--- src/rtl/cci_pkg.sv ---
// Purpose: shared constants, types and decode helpers for the call/clear execute block
// Assumes: 14-bit instruction words, 13-bit program counter, 8-bit data path
// Notes:   register offsets are byte addresses on a 32-bit apb bus
package cci_pkg;

	// ****************************************************************
	// widths
	// ****************************************************************
	localparam int PC_W    = 13;
	localparam int INSTR_W = 14;
	localparam int DATA_W  = 8;
	localparam int FADDR_W = 7;
	localparam int LATCH_W = 5;
	localparam int ADDR_W  = 8;

	// ****************************************************************
	// register offsets
	// ****************************************************************
	localparam logic [ADDR_W-1:0] OFS_PC_HIGH_LATCH = 8'h00;
	localparam logic [ADDR_W-1:0] OFS_STATUS        = 8'h04;
	localparam logic [ADDR_W-1:0] OFS_PC            = 8'h08;
	localparam logic [ADDR_W-1:0] OFS_STACK_TOP     = 8'h0C;
	localparam logic [ADDR_W-1:0] OFS_ACCUMULATOR   = 8'h10;
	localparam logic [ADDR_W-1:0] OFS_WATCHDOG      = 8'h14;

	// ****************************************************************
	// field positions
	// ****************************************************************
	localparam int STAT_ZERO_BIT      = 2;
	localparam int STAT_POWERDOWN_BIT = 3;
	localparam int STAT_EXPIRY_BIT    = 4;
	localparam int LATCH_PAGE_HI      = 4;
	localparam int LATCH_PAGE_LO      = 3;
	localparam int WDT_PRESCALER_LSB  = 8;

	// ****************************************************************
	// values after reset
	// ****************************************************************
	localparam logic [PC_W-1:0]    RST_PC       = 13'h0000;
	localparam logic [LATCH_W-1:0] RST_LATCH    = 5'h00;
	localparam logic [DATA_W-1:0]  RST_ACC      = 8'h00;
	localparam logic               RST_ZERO     = 1'b0;
	localparam logic               RST_FLAG_N   = 1'b1;
	localparam logic [DATA_W-1:0]  RST_WDT      = 8'h00;

	// ****************************************************************
	// encodings and counts
	// ****************************************************************
	localparam logic [2:0]         OPC_CALL      = 3'b100;
	localparam logic [6:0]         OPC_REG_CLEAR = 7'b0000011;
	localparam logic [INSTR_W-1:0] OPC_ACC_CLEAR = 14'h0103;
	localparam logic [INSTR_W-1:0] OPC_WDT_CLEAR = 14'h0064;
	localparam logic [PC_W-1:0]    PC_STEP       = 13'h0001;
	localparam logic [DATA_W-1:0]  WDT_STEP      = 8'h01;
	localparam logic [DATA_W-1:0]  WDT_TOP       = 8'hFF;
	localparam int                 CALL_CYCLES   = 2;

	typedef enum logic {
		ST_EXEC,
		ST_CALL_FLUSH
	} cci_state_type;

	// ****************************************************************
	// instruction decode helpers
	// ****************************************************************
	function automatic logic cci_is_call(input logic [INSTR_W-1:0] w);
		return w[13:11] == OPC_CALL;
	endfunction

	function automatic logic cci_is_reg_clear(input logic [INSTR_W-1:0] w);
		return w[13:7] == OPC_REG_CLEAR;
	endfunction

endpackage

--- src/rtl/cci_exec.sv ---
// Purpose: execute stage for subroutine call, data/accumulator clear and watchdog clear
// Assumes: one accepted instruction per enabled pclk cycle is one instruction cycle
// Notes:   registers on apb; wdt_tick arrives from the watchdog oscillator domain
//          only the latest return address is kept; a deeper stack sits outside
//
// What this block does
// - subroutine jump first pushes the next address, pc plus one, to stack top
// - jump opcode top bits 100, 11-bit target loads pc bits 10 to 0
// - pc bits 12 and 11 come from latch bits 4 and 3 on jump
// - subroutine jump takes exactly two instruction cycles, status flags untouched
// - watchdog clear, encoding 0x0064, zeroes watchdog counter in one cycle
// - watchdog clear zeroes prescaler, sets active-low expiry and powerdown flags
//
// Chosen here: the placing of the registers and the APB interface to the registers.
`timescale 1ns/1ps

module cci_exec
	import cci_pkg::*;
(
	// clock, reset and freeze
	input  wire logic                        pclk,
	input  wire logic                        presetn,
	input  wire logic                        ce,
	// apb register port
	input  wire logic                        psel,
	input  wire logic                        penable,
	input  wire logic                        pwrite,
	input  wire logic [cci_pkg::ADDR_W-1:0]  paddr,
	input  wire logic [31:0]                 pwdata,
	output logic      [31:0]                 prdata,
	output logic                             pready,
	output logic                             pslverr,
	// instruction stream from fetch
	input  wire logic                        instr_valid,
	input  wire logic [cci_pkg::INSTR_W-1:0] instr_word,
	output logic                             instr_ready,
	// power and watchdog events
	input  wire logic                        sleep_enter,
	input  wire logic                        wdt_tick,
	// execute results, all from flops
	output logic      [cci_pkg::PC_W-1:0]    pc,
	output logic      [cci_pkg::PC_W-1:0]    stack_top,
	output logic                             stack_push,
	output logic                             reg_clear_en,
	output logic      [cci_pkg::FADDR_W-1:0] reg_clear_addr,
	output logic      [cci_pkg::DATA_W-1:0]  accumulator,
	output logic                             zero_flag,
	output logic                             expiry_flag_n,
	output logic                             powerdown_flag_n,
	output logic      [cci_pkg::DATA_W-1:0]  wdt_count
);
	import cci_pkg::*;

	// ****************************************************************
	// state
	// ****************************************************************
	cci_state_type              state_q,       state_d;
	logic [PC_W-1:0]            pc_q,          pc_d;
	logic [PC_W-1:0]            stack_top_q,   stack_top_d;
	logic                       stack_push_q;
	logic                       reg_clear_en_q;
	logic [FADDR_W-1:0]         reg_clear_addr_q;
	logic [DATA_W-1:0]          acc_q,         acc_d;
	logic                       zero_q,        zero_d;
	logic                       expiry_n_q,    expiry_n_d;
	logic                       powerdown_n_q, powerdown_n_d;
	logic [DATA_W-1:0]          wdt_cnt_q,     wdt_cnt_d;
	logic [DATA_W-1:0]          wdt_pre_q,     wdt_pre_d;
	logic [LATCH_W-1:0]         latch_q;
	logic [31:0]                prdata_q,      rd_mux;
	logic                       pslverr_q;
	logic                       tick_s1_q, tick_s2_q, tick_s3_q, tick_stable_q;

	// ****************************************************************
	// instruction decode
	// ****************************************************************
	// a refused word decodes to nothing, so it can wait on the bus safely
	wire logic take        = instr_valid & instr_ready;
	wire logic do_call     = take & cci_is_call(instr_word);
	wire logic do_reg_clr  = take & cci_is_reg_clear(instr_word);
	wire logic do_acc_clr  = take & (instr_word == OPC_ACC_CLEAR);
	wire logic do_wdt_clr  = take & (instr_word == OPC_WDT_CLEAR);
	// page bits of the latch above the 11-bit immediate
	wire logic [PC_W-1:0] call_target = {latch_q[LATCH_PAGE_HI:LATCH_PAGE_LO],
		instr_word[10:0]};

	// the flush cycle of a call refuses the next word, giving two cycles
	assign instr_ready = ce & (state_q == ST_EXEC);

	// ****************************************************************
	// apb decode
	// ****************************************************************
	// full-word compares; any other offset answers with an error
	wire logic setup_ph    = psel & ~penable;
	wire logic wr_access   = psel & penable & pwrite & ce;
	wire logic hit_latch   = paddr == OFS_PC_HIGH_LATCH;
	wire logic hit_status  = paddr == OFS_STATUS;
	wire logic hit_pc      = paddr == OFS_PC;
	wire logic hit_stack   = paddr == OFS_STACK_TOP;
	wire logic hit_acc     = paddr == OFS_ACCUMULATOR;
	wire logic hit_wdt     = paddr == OFS_WATCHDOG;
	wire logic hit_any     = hit_latch | hit_status | hit_pc | hit_stack | hit_acc | hit_wdt;
	wire logic wr_latch    = wr_access & hit_latch;
	wire logic wr_status   = wr_access & hit_status;

	// slave never stretches an access except while the block is frozen
	assign pready  = ce;
	assign prdata  = prdata_q;
	assign pslverr = pslverr_q;

	// read mux, sampled in the setup cycle so prdata comes from a flop
	always_comb begin
		rd_mux = 32'h0000_0000;
		// unmapped offsets keep this zero default
		if (hit_latch) begin
			rd_mux[LATCH_W-1:0] = latch_q;
		end else if (hit_status) begin
			rd_mux[STAT_ZERO_BIT]      = zero_q;
			rd_mux[STAT_POWERDOWN_BIT] = powerdown_n_q;
			rd_mux[STAT_EXPIRY_BIT]    = expiry_n_q;
		end else if (hit_pc) begin
			rd_mux[PC_W-1:0] = pc_q;
		end else if (hit_stack) begin
			rd_mux[PC_W-1:0] = stack_top_q;
		end else if (hit_acc) begin
			rd_mux[DATA_W-1:0] = acc_q;
		end else if (hit_wdt) begin
			rd_mux[DATA_W-1:0] = wdt_cnt_q;
			rd_mux[WDT_PRESCALER_LSB +: DATA_W] = wdt_pre_q;
		end
	end

	// read data and error answer are set up before the access phase
	always_ff @(posedge pclk or negedge presetn) begin
		if (!presetn) begin
			prdata_q  <= 32'h0000_0000;
			pslverr_q <= 1'b0;
		end else if (ce && setup_ph) begin
			prdata_q  <= pwrite ? 32'h0000_0000 : rd_mux;
			pslverr_q <= ~hit_any;  // unmapped offsets answer with an error
		end
	end

	// page latch written by software only
	always_ff @(posedge pclk or negedge presetn) begin
		if (!presetn) begin
			latch_q <= RST_LATCH;
		end else if (wr_latch) begin
			latch_q <= pwdata[LATCH_W-1:0];
		end
	end

	// ****************************************************************
	// watchdog tick synchroniser
	// ****************************************************************
	// third stage filters one-cycle glitches across the oscillator boundary
	// limitation: a tick shorter than two pclk cycles can be missed
	wire logic tick_agree = tick_s2_q == tick_s3_q;
	wire logic tick_rise  = tick_agree & tick_s3_q & ~tick_stable_q;

	always_ff @(posedge pclk or negedge presetn) begin
		if (!presetn) begin
			tick_s1_q     <= 1'b0;
			tick_s2_q     <= 1'b0;
			tick_s3_q     <= 1'b0;
			tick_stable_q <= 1'b0;
		end else if (ce) begin
			tick_s1_q     <= wdt_tick;
			tick_s2_q     <= tick_s1_q;
			tick_s3_q     <= tick_s2_q;
			tick_stable_q <= tick_agree ? tick_s3_q : tick_stable_q;
		end
	end

	// ****************************************************************
	// next-state logic
	// ****************************************************************
	// sequencer and program counter
	always_comb begin
		state_d     = state_q;
		pc_d        = pc_q;
		stack_top_d = stack_top_q;
		case (state_q)
			ST_EXEC: begin
				if (do_call) begin
					stack_top_d = pc_q + PC_STEP;
					pc_d        = call_target;
					state_d     = ST_CALL_FLUSH;
				end else if (take) begin
					pc_d = pc_q + PC_STEP;
				end
			end
			ST_CALL_FLUSH: begin
				// nothing is taken; the offered word waits for the next cycle
				state_d = ST_EXEC;
			end
			default: begin
				state_d = ST_EXEC;
			end
		endcase
	end

	// accumulator and zero flag; a call never reaches this path
	always_comb begin
		acc_d  = acc_q;
		zero_d = zero_q;
		// software write first, so a clear below overrides it
		if (wr_status) begin
			zero_d = pwdata[STAT_ZERO_BIT];
		end
		// set wins over a software write in the same cycle
		if (do_reg_clr || do_acc_clr) begin
			zero_d = 1'b1;
		end
		if (do_acc_clr) begin
			acc_d = RST_ACC;
		end
	end

	// watchdog counter, prescaler and its status flags
	always_comb begin
		wdt_pre_d     = wdt_pre_q;
		wdt_cnt_d     = wdt_cnt_q;
		expiry_n_d    = expiry_n_q;
		powerdown_n_d = powerdown_n_q;
		// sleep only lowers the powerdown flag; only a clear raises it again
		if (sleep_enter) begin
			powerdown_n_d = 1'b0;
		end
		if (tick_rise) begin
			wdt_pre_d = wdt_pre_q + WDT_STEP;
			if (wdt_pre_q == WDT_TOP) begin
				wdt_cnt_d = wdt_cnt_q + WDT_STEP;
				if (wdt_cnt_q == WDT_TOP) begin
					expiry_n_d = 1'b0;
				end
			end
		end
		// clear has priority: counter is zeroed so no expiry can coincide
		if (do_wdt_clr) begin
			wdt_cnt_d     = RST_WDT;
			wdt_pre_d     = RST_WDT;
			expiry_n_d    = 1'b1;
			powerdown_n_d = 1'b1;
		end
	end

	// ****************************************************************
	// state registers
	// ****************************************************************
	// one enable gates every register, so a frozen core resumes where it stopped
	always_ff @(posedge pclk or negedge presetn) begin
		if (!presetn) begin
			state_q       <= ST_EXEC;
			pc_q          <= RST_PC;
			stack_top_q   <= RST_PC;
			acc_q         <= RST_ACC;
			zero_q        <= RST_ZERO;
			expiry_n_q    <= RST_FLAG_N;
			powerdown_n_q <= RST_FLAG_N;
			wdt_cnt_q     <= RST_WDT;
			wdt_pre_q     <= RST_WDT;
		end else if (ce) begin
			state_q       <= state_d;
			pc_q          <= pc_d;
			stack_top_q   <= stack_top_d;
			acc_q         <= acc_d;
			zero_q        <= zero_d;
			expiry_n_q    <= expiry_n_d;
			powerdown_n_q <= powerdown_n_d;
			wdt_cnt_q     <= wdt_cnt_d;
			wdt_pre_q     <= wdt_pre_d;
		end
	end

	// one-cycle strobes toward the stack and the data memory
	// the clear address holds after its strobe, so a slow memory may latch it late
	always_ff @(posedge pclk or negedge presetn) begin
		if (!presetn) begin
			stack_push_q     <= 1'b0;
			reg_clear_en_q   <= 1'b0;
			reg_clear_addr_q <= '0;
		end else if (ce) begin
			stack_push_q     <= do_call;
			reg_clear_en_q   <= do_reg_clr;
			reg_clear_addr_q <= do_reg_clr ? instr_word[FADDR_W-1:0] : reg_clear_addr_q;
		end
	end

	// ****************************************************************
	// outputs
	// ****************************************************************
	// every result leaves straight from a flop, so no decode glitch reaches a pin
	assign pc               = pc_q;
	assign stack_top        = stack_top_q;
	assign stack_push       = stack_push_q;
	assign reg_clear_en     = reg_clear_en_q;
	assign reg_clear_addr   = reg_clear_addr_q;
	assign accumulator      = acc_q;
	assign zero_flag        = zero_q;
	assign expiry_flag_n    = expiry_n_q;
	assign powerdown_flag_n = powerdown_n_q;
	assign wdt_count        = wdt_cnt_q;

endmodule

--- config.mk ---
export PLATFORM = sky130hd
export DESIGN_NAME = cci_exec
export DESIGN_NICKNAME = d
export VERILOG_FILES = /design/src/rtl/cci_pkg.sv /design/src/rtl/cci_exec.sv
export SDC_FILE = /design/constraint.sdc
export NUM_CORES = 1
export LEC_CHECK = 0
export ABC_AREA = 1
export ABC_CLOCK_PERIOD_IN_PS = 1620
export BUFFER_PORTS_ARGS = -buffer_cell sky130_fd_sc_hd__buf_2
export CAP_MARGIN = 0
export CORE_ASPECT_RATIO = 0.8
export CORE_MARGIN = 5
export CORE_UTILIZATION = 52
export DETAILED_ROUTE_END_ITERATION = 12
export PLACE_DENSITY = 0.88
export SLEW_MARGIN = 20
export SYNTH_ARGS = -nofsm -noshare
export SYNTH_HDL_FRONTEND = slang
export SYNTH_SLANG_ARGS = --single-unit
--- constraint.sdc ---
create_clock -name pclk -period 1.62 [get_ports pclk]
set_input_delay 0.162 -clock pclk [delete_from_list [all_inputs] [get_ports pclk]]
set_output_delay 0.162 -clock pclk [all_outputs]
set_load 0.1 [all_outputs]
# After elaboration in Yosys (flattened, before gate mapping)
# Index checks and enable logic that the tools add are counted.
# word_totals
out_inout_bits	89
reg_bits	97
# op_classes
reduce_logical	18
eq_ne	12
n_bitwise	23
n_mux	30
n_addsub	3
# op_table
operator	n
8-bit two-way mux	7
13-bit two-way mux	4
16-bit two-way mux	2
11-bit two-way mux	2
8-bit by 1-bit adder with 8-bit output, second input constant	2
8-bit by 4-bit equality test with 1-bit output, second input constant	2
8-bit by 5-bit equality test with 1-bit output, second input constant	2
8-bit equality test, second input constant	2
1-bit AND	14
14-bit by 7-bit equality test with 1-bit output, second input constant	1
14-bit by 9-bit equality test with 1-bit output, second input constant	1
13-bit by 1-bit adder with 13-bit output, second input constant	1
2-bit nonzero test	6
2-bit AND reduction	5
1-bit two-way mux	9
3-bit two-way mux	3
3-bit AND reduction	3
8-bit by 3-bit equality test with 1-bit output, second input constant	1
8-bit logical NOT	1
7-bit by 2-bit equality test with 1-bit output, second input constant	1
5-bit two-way mux	1
1-bit OR	5
1-bit inverter	4
4-bit AND reduction	1
other kinds (6)	6

# Depth between registers and ports, before layout
# Gate-level depths: netlist of run 1.
# logic_depth
ltp_word	8
mapped_depth	10

# Least setup slack after synthesis of run 1
# No wires, ideal clock.
# synth_path
path_type	reg2reg
startpoint	reg pc_q[0] (netlist: pc[0])
endpoint	reg pc_q[12] (netlist: pc[12])
stages_incl_launch_ff	11
required_time_ps	1499
synth_period_minus_slack_ps	2127
setup_time_ps	121
t_arrival_ps	2006
path_buffers	0
slack_ps	-507
path_cell_list	dfrtp_1 -> ha_1 -> nand3_1 -> inv_1 -> nand2_1 -> inv_1 -> nand2_1 -> nand2_1 -> nand2_1 -> o21bai_1 -> nand2_1
# synth_between
elab_chain_cells	3
# synth_rtl
item	line	text
start: declaration	cci_exec.sv:58	logic [PC_W-1:0] pc_q, pc_d;
start signal: assignment	cci_exec.sv:265	pc_q <= pc_d;
13-bit by 1-bit adder with 13-bit output	cci_exec.sv:190	pc_d = pc_q + PC_STEP;
13-bit two-way mux	cci_exec.sv:189	end else if (take) begin
13-bit two-way mux	cci_exec.sv:185	if (do_call) begin
# No other way between the ends. The select of a mux whose other input is x is not followed.
# A chain may end at the register's enable or synchronous reset.

# Worst setup path after layout of run 1
# layout_path
startpoint	reg pc_q[0] (netlist: pc[0])
endpoint	out pc[0] (netlist bit)
# layout_lines
item	line	text
end: declaration	cci_exec.sv:41	output logic [cci_pkg::PC_W-1:0] pc,
# No word-level cell between the ends.

==> impl_results.md, run 1 <==
* PortBufs at 100
* Final min period at 1.540 ns
* Total GRT Usage at 24.36%
* Vias per cell at 5.413
* Hold-critical path endpoint: tick_s1_q
* Outcome: finished, final reports clean
* Synth Instances at 634
* Placed cells at 843
* Drt pass-1 iters at 5
* Die height at 96.39 um
* Initial antenna violation count at 0
* Die area at 11,370 um2
* Worst Hold Class: primary input to flip-flop
* Syn-to-layout area delta at 20.45%
* Clock-pin slew on the worst setup and hold paths at 0.06 ns
* Fin Hold WS at 0.02895 ns
* Worst VDD drop at 1132 uV
* Grt met3 use at 7.392%
* Final nets at 809
* Fin cells at 862
* Share of the synthesized area in the top cell type at 40.75%
* GR peak layer: met2
* CTS tree: done
* Initial core utilization at 53.45%
* Rel. slew slack at 63.39%
* R2R Path Start: pc[0]
* Crit path launch type: flip-flop
* FP Rows at 31
* Largest net degree at the start of global routing at 32
* Max-cap violations at 0
* Synth area leaders: dfrtp_1 41%, nand2_1 15%, nand3_1 5.7%
* Core Area at 9076 um2
* Min-delay src: wdt_tick
* Period utilization at 95.05%
* Critical setup path kind: flip-flop to output port
* Setup TNS at 0 ns
* WHS Path Cells at 3
* Count of final max-slew check failures at 0
* Syn Area/Cell at 7.651 um2
* Antenna diodes at 0
* Worst Skew at 0.007373 ns
* Horiz. Die Dim at 118.0 um
* Grt met2 use at 36.68%
* Leakage at 3.230 nW
* Cell Area, Synth at 4851 um2
* Share of post-route cells with drive strength above 1 at 26.51%
* Worst reg2reg path endpoint: pc[12]
* Skew-Pair Late Insertion Delay at 0.35 ns
* Fillers at 772
* Final Hold Violating Endpoints at 0
* Endpoints failing setup at 0
* Max Buffers Root-to-Sink at 2
* H-tree levels at 3
* Wire length per cell at 15.97 um
* Post-synth top cells: 188 x nand2_1, 79 x dfrtp_1, 65 x inv_1
* Worst-path fanout max at 5
* Number of global-route vias before repair at 4,377
* Post-synth cell types at 46
* Gp weighted congestion at 0.9100
* Worst EP arrival at 1.38 ns
* Kind of end point of the critical path: output port
* Vias post-DR at 4,666
* Ys Warns at 0
* Top-count cell post-synth: nand2_1
* Synth area leader: dfrtp_1
* Sink Count at 81
* FF-to-FF setup slack at 0.09 ns
* EDFF count, synth at 0
* Synth Flop Type: dfrtp_1
* Antenna viol nets, final at 0
* PwrDens at 1385 nW/um2
* Clock buffer count from CTS at 9
* Drt initial violations at 473
* Worst slew pin tran at 0.5485 ns
* Post-DP HPWL at 10.46 mm
* Fmax at 649.4 MHz
* GR Layer Usage met1 at 33.66%
* DP Worst Slack at 0.03838 ns
* IO Pins at 152
* GRT overflow at 0
* Worst Setup SP: pc[0]
* Seq/Total Area, Yosys at 41.84%
* Clock root buffer: clkbuf_16
* Yosys reg bits at 81
* R2R depth at 9
* First-pass GRT wire length at 22.02 mm
* Worst setup margin at 0.08022 ns
* WP data required at 1.46 ns
* Routed WL at 13.77 mm
* Residual DRC at 0
* Async SR Flop Fraction at 100.0%
-- critical path, stage by stage, from the launching register on --
cell	delay [ns]
dfrtp_4	0.46
buf_4	0.13
buf_2	0.44
-- layer usage --
| layer | routed length [um] | up-vias |
|---|---|---|
| met5 | 0 | - |
| met4 | 326 | 0 |
| met2 | 6050 | 272 |
| met3 | 1460 | 40 |
| li1 | - | 2195 |
| met1 | 5928 | 2159 |
-- logic make-up (layout without fill, tap and decap cells) --
family                   count (synthesis)  in the layout  synth area share [%]
XOR/XNOR                                14             14                 2.528
AND/OR/NAND/NOR                        337            337                 32.99
adder cells (fa/ha/maj)                  4              4                 1.032
AO/OA/AOI/OAI                           82             82                 9.724
flip-flops                              81             81                 41.84
buffers and inverters                  113            203                 11.35
multiplexers                             2              2                0.4642
other                                    1             24               0.07731
-- stage by stage --
step | power, mW | instance area [um2] | util (%)
3_5_place_dp | 5.991 | 5498 | 60.57
4_1_cts | 8.075 | 5806 | 63.96
3_3_place_gp | 5.925 | 5498 | 60.57
6_report | 8.094 | 5843 | 64.38
5_1_grt | 8.387 | 5843 | 64.38
2_1_floorplan | 5.341 | 4989 | -
-- layout by cell type (no fill, tap or decap), drive strengths merged --
cell type	netlist	routed
dfstp	2	2
o211ai	3	3
a21boi	1	1
nor3	8	8
ha	4	4
nand4	12	12
conb	1	24
nand3b	5	5
dfrtp	79	79
a21oi	17	17
o31ai	3	3
o21ai	50	50
a31oi	4	4
clkbuf	3	11
o22ai	1	1
dlygate4sd3	0	1
mux2	2	2
xor2	13	13
clkinvlp	0	2
o21bai	1	1
o2111ai	2	2
buf	36	112
bufinv	0	1
nand3	60	60
clkinv	1	3
inv	73	73
nor2	51	51
xnor2	1	1
nand2	198	198
or2	3	3
-- how the worst max path moves through the flow --
stage	depth (start not counted)	slack (ns)	to
4_1_cts	8	0.03	wdt_count[2]
2_1_floorplan	7	-0.09	pc[12]
5_1_grt	10	-0.007	pc[12]
3_3_place_gp	9	0.09	pc[12]
3_5_place_dp	8	0.04	wdt_count[2]
6_report	2	0.08	pc[0]
-- timing repair --
action	in CTS	in global routing
gates resized for setup	0	4
setup endpoints to repair	0	11
hold endpoints to repair	28	0
hold buffers	1	0
setup buffers	0	2
-- final cells by class --
class                      count  area, um2  area share, %
clock buffer                  11      242.7          4.154
tap                          115      143.9          2.463
timing repair buffer         113      668.1          11.43
multi-input combinational    463       2382          40.77
sequential                    81       2066          35.35
clock inverter                 5      55.05         0.9422
inverter                      74      285.3          4.882
-- sequential cells by signal (all words and copies together), names as in the netlist, 5 cells and up --
register and cells:
wdt_pre_q 8, latch_q 5, reg_clear_addr 7, wdt_count 8, prdata 16, pc 13, stack_top 13
-- report_power, final --
group	total [mW]	switching (mW)	leakage [nW]	internal (mW)
clock network	2.07	0.842	0.142	1.23
registers	2.75	0.385	1.03	2.36
logic	3.28	2.74	2.06	0.538
total	8.09	3.96	3.23	4.13
No activity file was read; power rests on OpenSTA's default activity.
==> inputs of run 2 (changes only) <==
--- a/config.mk
+++ b/config.mk
@@ -9,10 +9,10 @@
 export ABC_CLOCK_PERIOD_IN_PS = 1620
 export BUFFER_PORTS_ARGS = -buffer_cell sky130_fd_sc_hd__buf_2
 export CAP_MARGIN = 0
-export CORE_ASPECT_RATIO = 0.8
 export CORE_MARGIN = 5
 export CORE_UTILIZATION = 52
 export DETAILED_ROUTE_END_ITERATION = 12
+export GPL_ROUTABILITY_DRIVEN = 0
 export PLACE_DENSITY = 0.88
 export SLEW_MARGIN = 20
 export SYNTH_ARGS = -nofsm -noshare
==> run 2 against run 1 <==
  * The run now ends with negative hold slack left
  * Die area is 0.11% lower
  * Core utilization is 1.5 points lower
  * Cell count stayed put
  * Routed wire length is 1.9% lower
  * Critical endpoint is now pc[5]
  * Worst hold slack worse by 0.029 ns
  * Sequential cell count stayed put
  * Via count is 1.0% higher
  * Maximum frequency is 0.11% higher
  * Count of clock-buffer cells in the layout is 2 lower
==> impl_results.md, run 2 (synthesized netlist as in run 1, its figures left out) <==
* PwrDens at 1323 nW/um2 (was 1385 nW/um2)
* Worst VDD drop at 1986 uV (was 1132 uV)
* Clock root buffer: clkbuf_8 (was clkbuf_16)
* Drt initial violations at 427 (was 473)
* Residual DRC at 0 (unchanged)
* Worst EP arrival at 1.80 ns (was 1.38 ns)
* Crit path launch type: flip-flop (unchanged)
* Fin cells at 862 (unchanged)
* Antenna viol nets, final at 0 (unchanged)
* Count of final max-slew check failures at 0 (unchanged)
* Syn-to-layout area delta at 18.57% (was 20.45%)
* Number of global-route vias before repair at 4,596 (was 4,377)
* Largest register FFs at 16 (unchanged)
* Combinational power share at 43.6% (was 40.5%)
* WP data required at 1.88 ns (was 1.46 ns)
* Final nets at 813 (was 809)
* Worst-path fanout max at 7 (was 5)
* First-pass GRT wire length at 22.31 mm (was 22.02 mm)
* Largest net degree at the start of global routing at 29 (was 32)
* PortBufs at 100 (unchanged)
* Skew-Pair Late Insertion Delay at 0.36 ns (was 0.35 ns)
* Worst Skew at 0.01257 ns (was 0.007373 ns)
* Top cell by count, worst path: nand2_1
* RSZ-0062 raised after global routing: true
* Fmax at 650.2 MHz (was 649.4 MHz)
* Sink Count at 81 (unchanged)
* Core Area at 9153 um2 (was 9076 um2)
* Outcome: finished, violations left (was finished, final reports clean)
* Worst-path cell chain: buf_4 -> nand3_2 -> nor3_4 -> xor2_1 -> nand2_1 -> nand2_1 -> nand2_1 (was buf_4 -> buf_2)
* Fin Hold WS at -0.00007347 ns (was 0.02895 ns)
* Max Buffers Root-to-Sink at 2 (unchanged)
* Max-cap violations at 0 (unchanged)
* Final Hold Violating Endpoints at 1 (was 0)
* Cell-internal power at 3.631 mW (was 4.130 mW)
* Initial core utilization at 53.00% (was 53.45%)
* Fillers at 741 (was 772)
* Period utilization at 94.94% (was 95.05%)
* Crit-path max cell delay at 0.45 ns (was 0.46 ns)
* GRT overflow at 0 (unchanged)
* Violated checks: negative hold slack
* Share of total power in sequential cells at 36.2% (was 33.9%)
* Critical setup path kind: flip-flop to flip-flop (was flip-flop to output port)
* Final core occ at 62.84% (was 64.38%)
* Final min period at 1.538 ns (was 1.540 ns)
* Endpoints failing setup at 0 (unchanged)
* Antenna diodes at 0 (unchanged)
* Clock buffer count from CTS at 9 (unchanged)
* Clock-pin slew on the worst setup and hold paths at 0.09 ns (was 0.06 ns)
* Vias per cell at 5.469 (was 5.413)
* Placed cells at 838 (was 843)
* Routed WL at 13.50 mm (was 13.77 mm)
* Share of post-route cells with drive strength above 1 at 27.30% (was 26.51%)
* Kind of end point of the critical path: flip-flop (was output port)
* IO Pins at 152 (unchanged)
* Die area at 11,360 um2 (was 11,370 um2)
* Sw frac at 52.28% (was 48.98%)
* Drt pass-1 iters at 6 (was 5)
* Post-DP HPWL at 10.22 mm (was 10.46 mm)
* Initial antenna violation count at 0 (unchanged)
* Wire length per cell at 15.67 um (was 15.97 um)
* CTS tree: done (unchanged)
* Total GRT Usage at 24.40% (was 24.36%)
* Clock share of power at 20.2% (was 25.6%)
* Sw power at 3.979 mW (was 3.964 mW)
* Commonest non-fill, non-tap cell in the layout: nand2_1 (unchanged)
* H-tree levels at 3 (unchanged)
* Die height at 106.6 um (was 96.39 um)
* Vias post-DR at 4,714 (was 4,666)
* Slowest CP cell: dfrtp_4 (unchanged)
* FP Rows at 35 (was 31)
* Horiz. Die Dim at 106.6 um (was 118.0 um)
* Leakage at 3.209 nW (was 3.230 nW)
* Worst Hold Class: primary input to flip-flop (unchanged)
* Most frequent cells in the layout: 187 x nand2_1, 98 x buf_2, 64 x inv_1, 60 x dfrtp_1, 54 x nand3_1 (was 187 x nand2_1, 98 x buf_2, 65 x inv_1, 60 x dfrtp_1, 54 x nand3_1)
-- run 2: changes by cell type in the layout (fill, tap and decap cells not counted), moves of 2 or more --
cell and change:
clkbuf_16 -9, clkbuf_8 +8, buf_12 -2, buf_4 +6
inv_6 +3, clkinvlp_4 -2
-- run 2: layer usage --
layer  global-route usage [%]  part of all wire (%)  up-vias
met5                        0                     0        -
met2                    38.71                    46      302
met1                    32.85                    40     2170
met4                    9.406                   2.5        0
met3                    5.238                    11       38
li1                         -                     -     2204
-- run 2: worst paths after layout --
| path | startpoint | end | slack [ns] | cells past startpoint |
|---|---|---|---|---|
| setup / recovery | pc[0] | pc[5] | 0.08 | 7 |
| hold / removal | wdt_tick | tick_s1_q | -0.00007 | 3 |
| setup reg to reg | pc[0] | pc[5] | 0.08 | 7 |
| hold reg to reg | prdata[3] | prdata[3] | 0.49 | 2 |
| max in group asynchronous | presetn | expiry_flag_n | 0.77 | 3 |
| min in group asynchronous | presetn | prdata[10] | 0.26 | 2 |
-- run 2: through the flow --
step	instance area [um2]	hold slack (ns)	total power, mW	setup TNS (ns)	setup slack [ns]
after floorplan	4989	-0.1336	5.341	-0.09243	-0.09243
after global placement	5473	0.1093	5.917	0	0.1237
after detailed placement	5473	0.1153	5.999	0	0.04651
after CTS	5692	0.001588	7.536	0	0.04707
after global routing	5752	0.01150	7.920	-0.02189	-0.02189
final	5752	-0.00007347	7.610	0	0.08191
-- run 2: final cells by class --
class | count | area (um2) | area share [%]
tap | 111 | 138.9 | 2.415
timing repair buffer | 117 | 673.1 | 11.70
inverter | 74 | 285.3 | 4.960
clock inverter | 7 | 75.07 | 1.305
sequential | 81 | 2066 | 35.91
multi-input combinational | 463 | 2390 | 41.55
clock buffer | 9 | 123.9 | 2.154
-- run 2: what timing repair did --
item | in CTS | in global routing
hold buffers | 1 | 0
buffers inserted | 0 | 7
resized for setup | 2 | 3
endpoints found under the hold margin | 25 | 0
endpoints found under the setup margin | 1 | 11
pin swaps | 0 | 2
-- run 2: critical path, delay by kind of cell (launching register included) --
kind | cells | cell delay, ns
buffers and inverters | 1 | 0.13
DFF | 1 | 0.45
xor gates and xnor gates | 1 | 0.27
and+or+nand+nor | 5 | 0.59
-- run 2: power groups by stage --
stage               Combinational [mW]  Clock (mW)  Sequential [mW]
finish                            3.31        1.54             2.76
floorplan                         1.00           0             4.34
CTS                               3.27        1.53             2.74
global route                      3.49        1.64             2.79
detailed placement                3.24           0             2.76
global placement                  3.18           0             2.74
==> inputs of run 3 (changes only) <==
--- a/config.mk
+++ b/config.mk
@@ -6,14 +6,15 @@
 export NUM_CORES = 1
 export LEC_CHECK = 0
 export ABC_AREA = 1
-export ABC_CLOCK_PERIOD_IN_PS = 1620
+export ABC_CLOCK_PERIOD_IN_PS = 1900
 export BUFFER_PORTS_ARGS = -buffer_cell sky130_fd_sc_hd__buf_2
 export CAP_MARGIN = 0
 export CORE_MARGIN = 5
-export CORE_UTILIZATION = 52
+export CORE_UTILIZATION = 56
+export CTS_CLUSTER_DIAMETER = 80
 export DETAILED_ROUTE_END_ITERATION = 12
 export GPL_ROUTABILITY_DRIVEN = 0
-export PLACE_DENSITY = 0.88
+export PLACE_DENSITY = 0.93
 export SLEW_MARGIN = 20
 export SYNTH_ARGS = -nofsm -noshare
 export SYNTH_HDL_FRONTEND = slang
==> constraint.sdc (replaced) <==
create_clock -name pclk -period 1.9 [get_ports pclk]
set_input_delay 0.19 -clock pclk [delete_from_list [all_inputs] [get_ports pclk]]
set_output_delay 0.19 -clock pclk [all_outputs]
set_load 0.1 [all_outputs]
==> run 3 against run 2 <==
  * The flow now finishes without violations
  * Sequential cell count did not move
  * First-iteration DRC count grew 1.6%
  * Global-route usage up 1.7 points
  * Count of clock-buffer cells in the layout up 1
  * Maximum frequency down 8.8%
  * Clock power down 9.7%
  * Design area down 3.0%
  * Combinational power shrank 16%
  * Sequential share of layout area increased by 0.60 points
  * Non-clock buffer count decreased by 13
  * Critical path type unchanged
  * Critical endpoint is now wdt_count[5]
  * Largest power group unchanged
==> impl_results.md, run 3 (synthesized netlist as in run 1, its figures left out) <==
* Syn-to-layout area delta at 15.06% (was 18.57%)
* Clock buffer count from CTS at 9 (unchanged)
* Worst slew pin tran at 0.5637 ns
* Slowest CP cell: dfrtp_1 (was dfrtp_4)
* Antenna diodes at 0 (unchanged)
* PwrDens at 1165 nW/um2 (was 1323 nW/um2)
* Wire length per cell at 16.09 um (was 15.67 um)
* Rel. slew slack at 62.38%
* Sink Count at 81 (unchanged)
* Leakage at 3.153 nW (was 3.209 nW)
* Initial antenna violation count at 0 (unchanged)
* Die height at 103.1 um (was 106.6 um)
* Worst-path cell chain: inv_1 -> nand3_4 -> inv_4 -> nand3_4 -> o21ai_4 -> nand2_4 -> nand2_1 -> nand2_1 (was buf_4 -> nand3_2 -> nor3_4 -> xor2_1 -> nand2_1 -> nand2_1 -> nand2_1)
* Largest net degree at the start of global routing at 48 (was 29)
* Number of global-route vias before repair at 4,511 (was 4,596)
* Endpoints failing setup at 0 (unchanged)
* CTS tree: done (unchanged)
* CP bufs+invs at 2 (was 1)
* Crit-path max cell delay at 0.38 ns (was 0.45 ns)
* Cts-stage hold buffer count at 1 (unchanged)
* Commonest non-fill, non-tap cell in the layout: nand2_1 (unchanged)
* Max-cap violations at 0 (unchanged)
* WP data required at 2.15 ns (was 1.88 ns)
* Total GRT Usage at 26.08% (was 24.40%)
* First-pass GRT wire length at 21.56 mm (was 22.31 mm)
* Count of final max-slew check failures at 0 (unchanged)
* GRT overflow at 0 (unchanged)
* FP Rows at 34 (was 35)
* Final core occ at 64.95% (was 62.84%)
* CP delay by family, top: simple AND/OR/NAND/NOR gates (unchanged)
* Outcome: finished, final reports clean (was finished, violations left)
* Largest register FFs at 16 (unchanged)
* Post-DP HPWL at 10.33 mm (was 10.22 mm)
* Critical setup path kind: flip-flop to flip-flop (unchanged)
* Final min period at 1.687 ns (was 1.538 ns)
* Die area at 10,620 um2 (was 11,360 um2)
* Cts repair resizes at 0 (was 2)
* PortBufs at 100 (unchanged)
* Vias post-DR at 4,679 (was 4,714)
* Residual DRC at 0 (unchanged)
* Drt pass-1 iters at 7 (was 6)
* Period utilization at 88.77% (was 94.94%)
* Clock-pin slew on the worst setup and hold paths at 0.08 ns (was 0.09 ns)
* Horiz. Die Dim at 103.1 um (was 106.6 um)
* IO Pins at 152 (unchanged)
* Final Hold Violating Endpoints at 0 (was 1)
* Fmax at 592.9 MHz (was 650.2 MHz)
* Worst-path fanout max at 18 (was 7)
* H-tree levels at 3 (unchanged)
* Max Buffers Root-to-Sink at 2 (unchanged)
* Antenna viol nets, final at 0 (unchanged)
* Worst VDD drop at 953.7 uV (was 1986 uV)
* Worst EP arrival at 1.93 ns (was 1.80 ns)
* Skew-Pair Late Insertion Delay at 0.36 ns (about the same)
* Kind of end point of the critical path: flip-flop (unchanged)
* Most frequent cells in the layout: 188 x nand2_1, 99 x buf_2, 72 x dfrtp_1, 65 x inv_1, 55 x nand3_1 (was 187 x nand2_1, 98 x buf_2, 64 x inv_1, 60 x dfrtp_1, 54 x nand3_1)
* Setup TNS at 0 ns (unchanged)
* Postcts setup bufs at 0 (unchanged)
* Vias per cell at 5.531 (was 5.469)
* Routed WL at 13.61 mm (was 13.50 mm)
* Share of post-route cells with drive strength above 1 at 23.31% (was 27.30%)
* Final nets at 800 (was 813)
* Core Area at 8593 um2 (was 9153 um2)
* Clock root buffer: clkbuf_8 (unchanged)
* Drt initial violations at 434 (was 427)
* Worst Skew at 0.008710 ns (was 0.01257 ns)
* Initial core utilization at 56.45% (was 53.00%)
* Worst Hold Class: primary input to flip-flop (unchanged)
* RSZ-0062 raised after global routing: false (was true)
* Crit path launch type: flip-flop (unchanged)
run 3: cell count changes in the layout (fill, tap and decap cells not counted), moves of 5 or more:
cell and delta:
dfrtp_2 -7, dfrtp_1 +12, buf_4 -12, dfrtp_4 -5
run 3: worst paths after layout:
kind / slack, ns / endpoint / from / depth (start not counted)
hold reg to reg: 0.47 / tick_s1_q / tick_s1_q / 2
min in group asynchronous: 0.32 / pc[11] / presetn / 2
hold / removal: 0.04 / tick_s1_q / wdt_tick / 3
max in group asynchronous: 0.90 / powerdown_flag_n / presetn / 3
setup reg to reg: 0.21 / wdt_count[5] / state_q / 8
setup / recovery: 0.21 / wdt_count[5] / state_q / 8
run 3: through the flow:
stage | cell area, um2 | power, mW | hold WS (ns) | worst slack [ns] | cells
finish | 5582 | 6.504 | 0.04334 | 0.2133 | 846
global route | 5582 | 6.736 | 0.05573 | 0.04335 | 846
CTS | 5582 | 6.472 | 0.04437 | 0.2108 | 846
detailed placement | 5354 | 5.077 | 0.1738 | 0.2288 | 829
global placement | 5354 | 4.994 | 0.1640 | 0.3205 | 829
floorplan | 4946 | 4.518 | -0.1056 | 0.02626 | 657
run 3: layout make-up:
| class | instances | area, um2 |
|---|---|---|
| repair buffers | 104 | 548.0 |
| flip-flops and latches | 81 | 2038 |
| well taps | 108 | 135.1 |
| clock inverters | 6 | 90.09 |
| clock buffers | 10 | 127.6 |
| inverters | 74 | 285.3 |
| multi-input cells | 463 | 2357 |
| fillers | 716 | 3012 |
run 3: layer usage:
layer  routed length [um]  track usage, %
met2                 6569           43.32
met1                 5319           33.85
met4                  334           10.66
met5                    0               0
met3                 1388           4.465
run 3: where the power goes:
| part | internal, mW | switching, mW | total (mW) |
|---|---|---|---|
| combinational | 0.421 | 2.36 | 2.78 |
| clock | 0.745 | 0.649 | 1.39 |
| sequential | 1.99 | 0.342 | 2.33 |
| total | 3.16 | 3.35 | 6.50 |
run 3: worst min-delay path: stages:
cell and delay [ns]:
buf_2 0.08, nand2_1 0.04, nand2_1 0.05
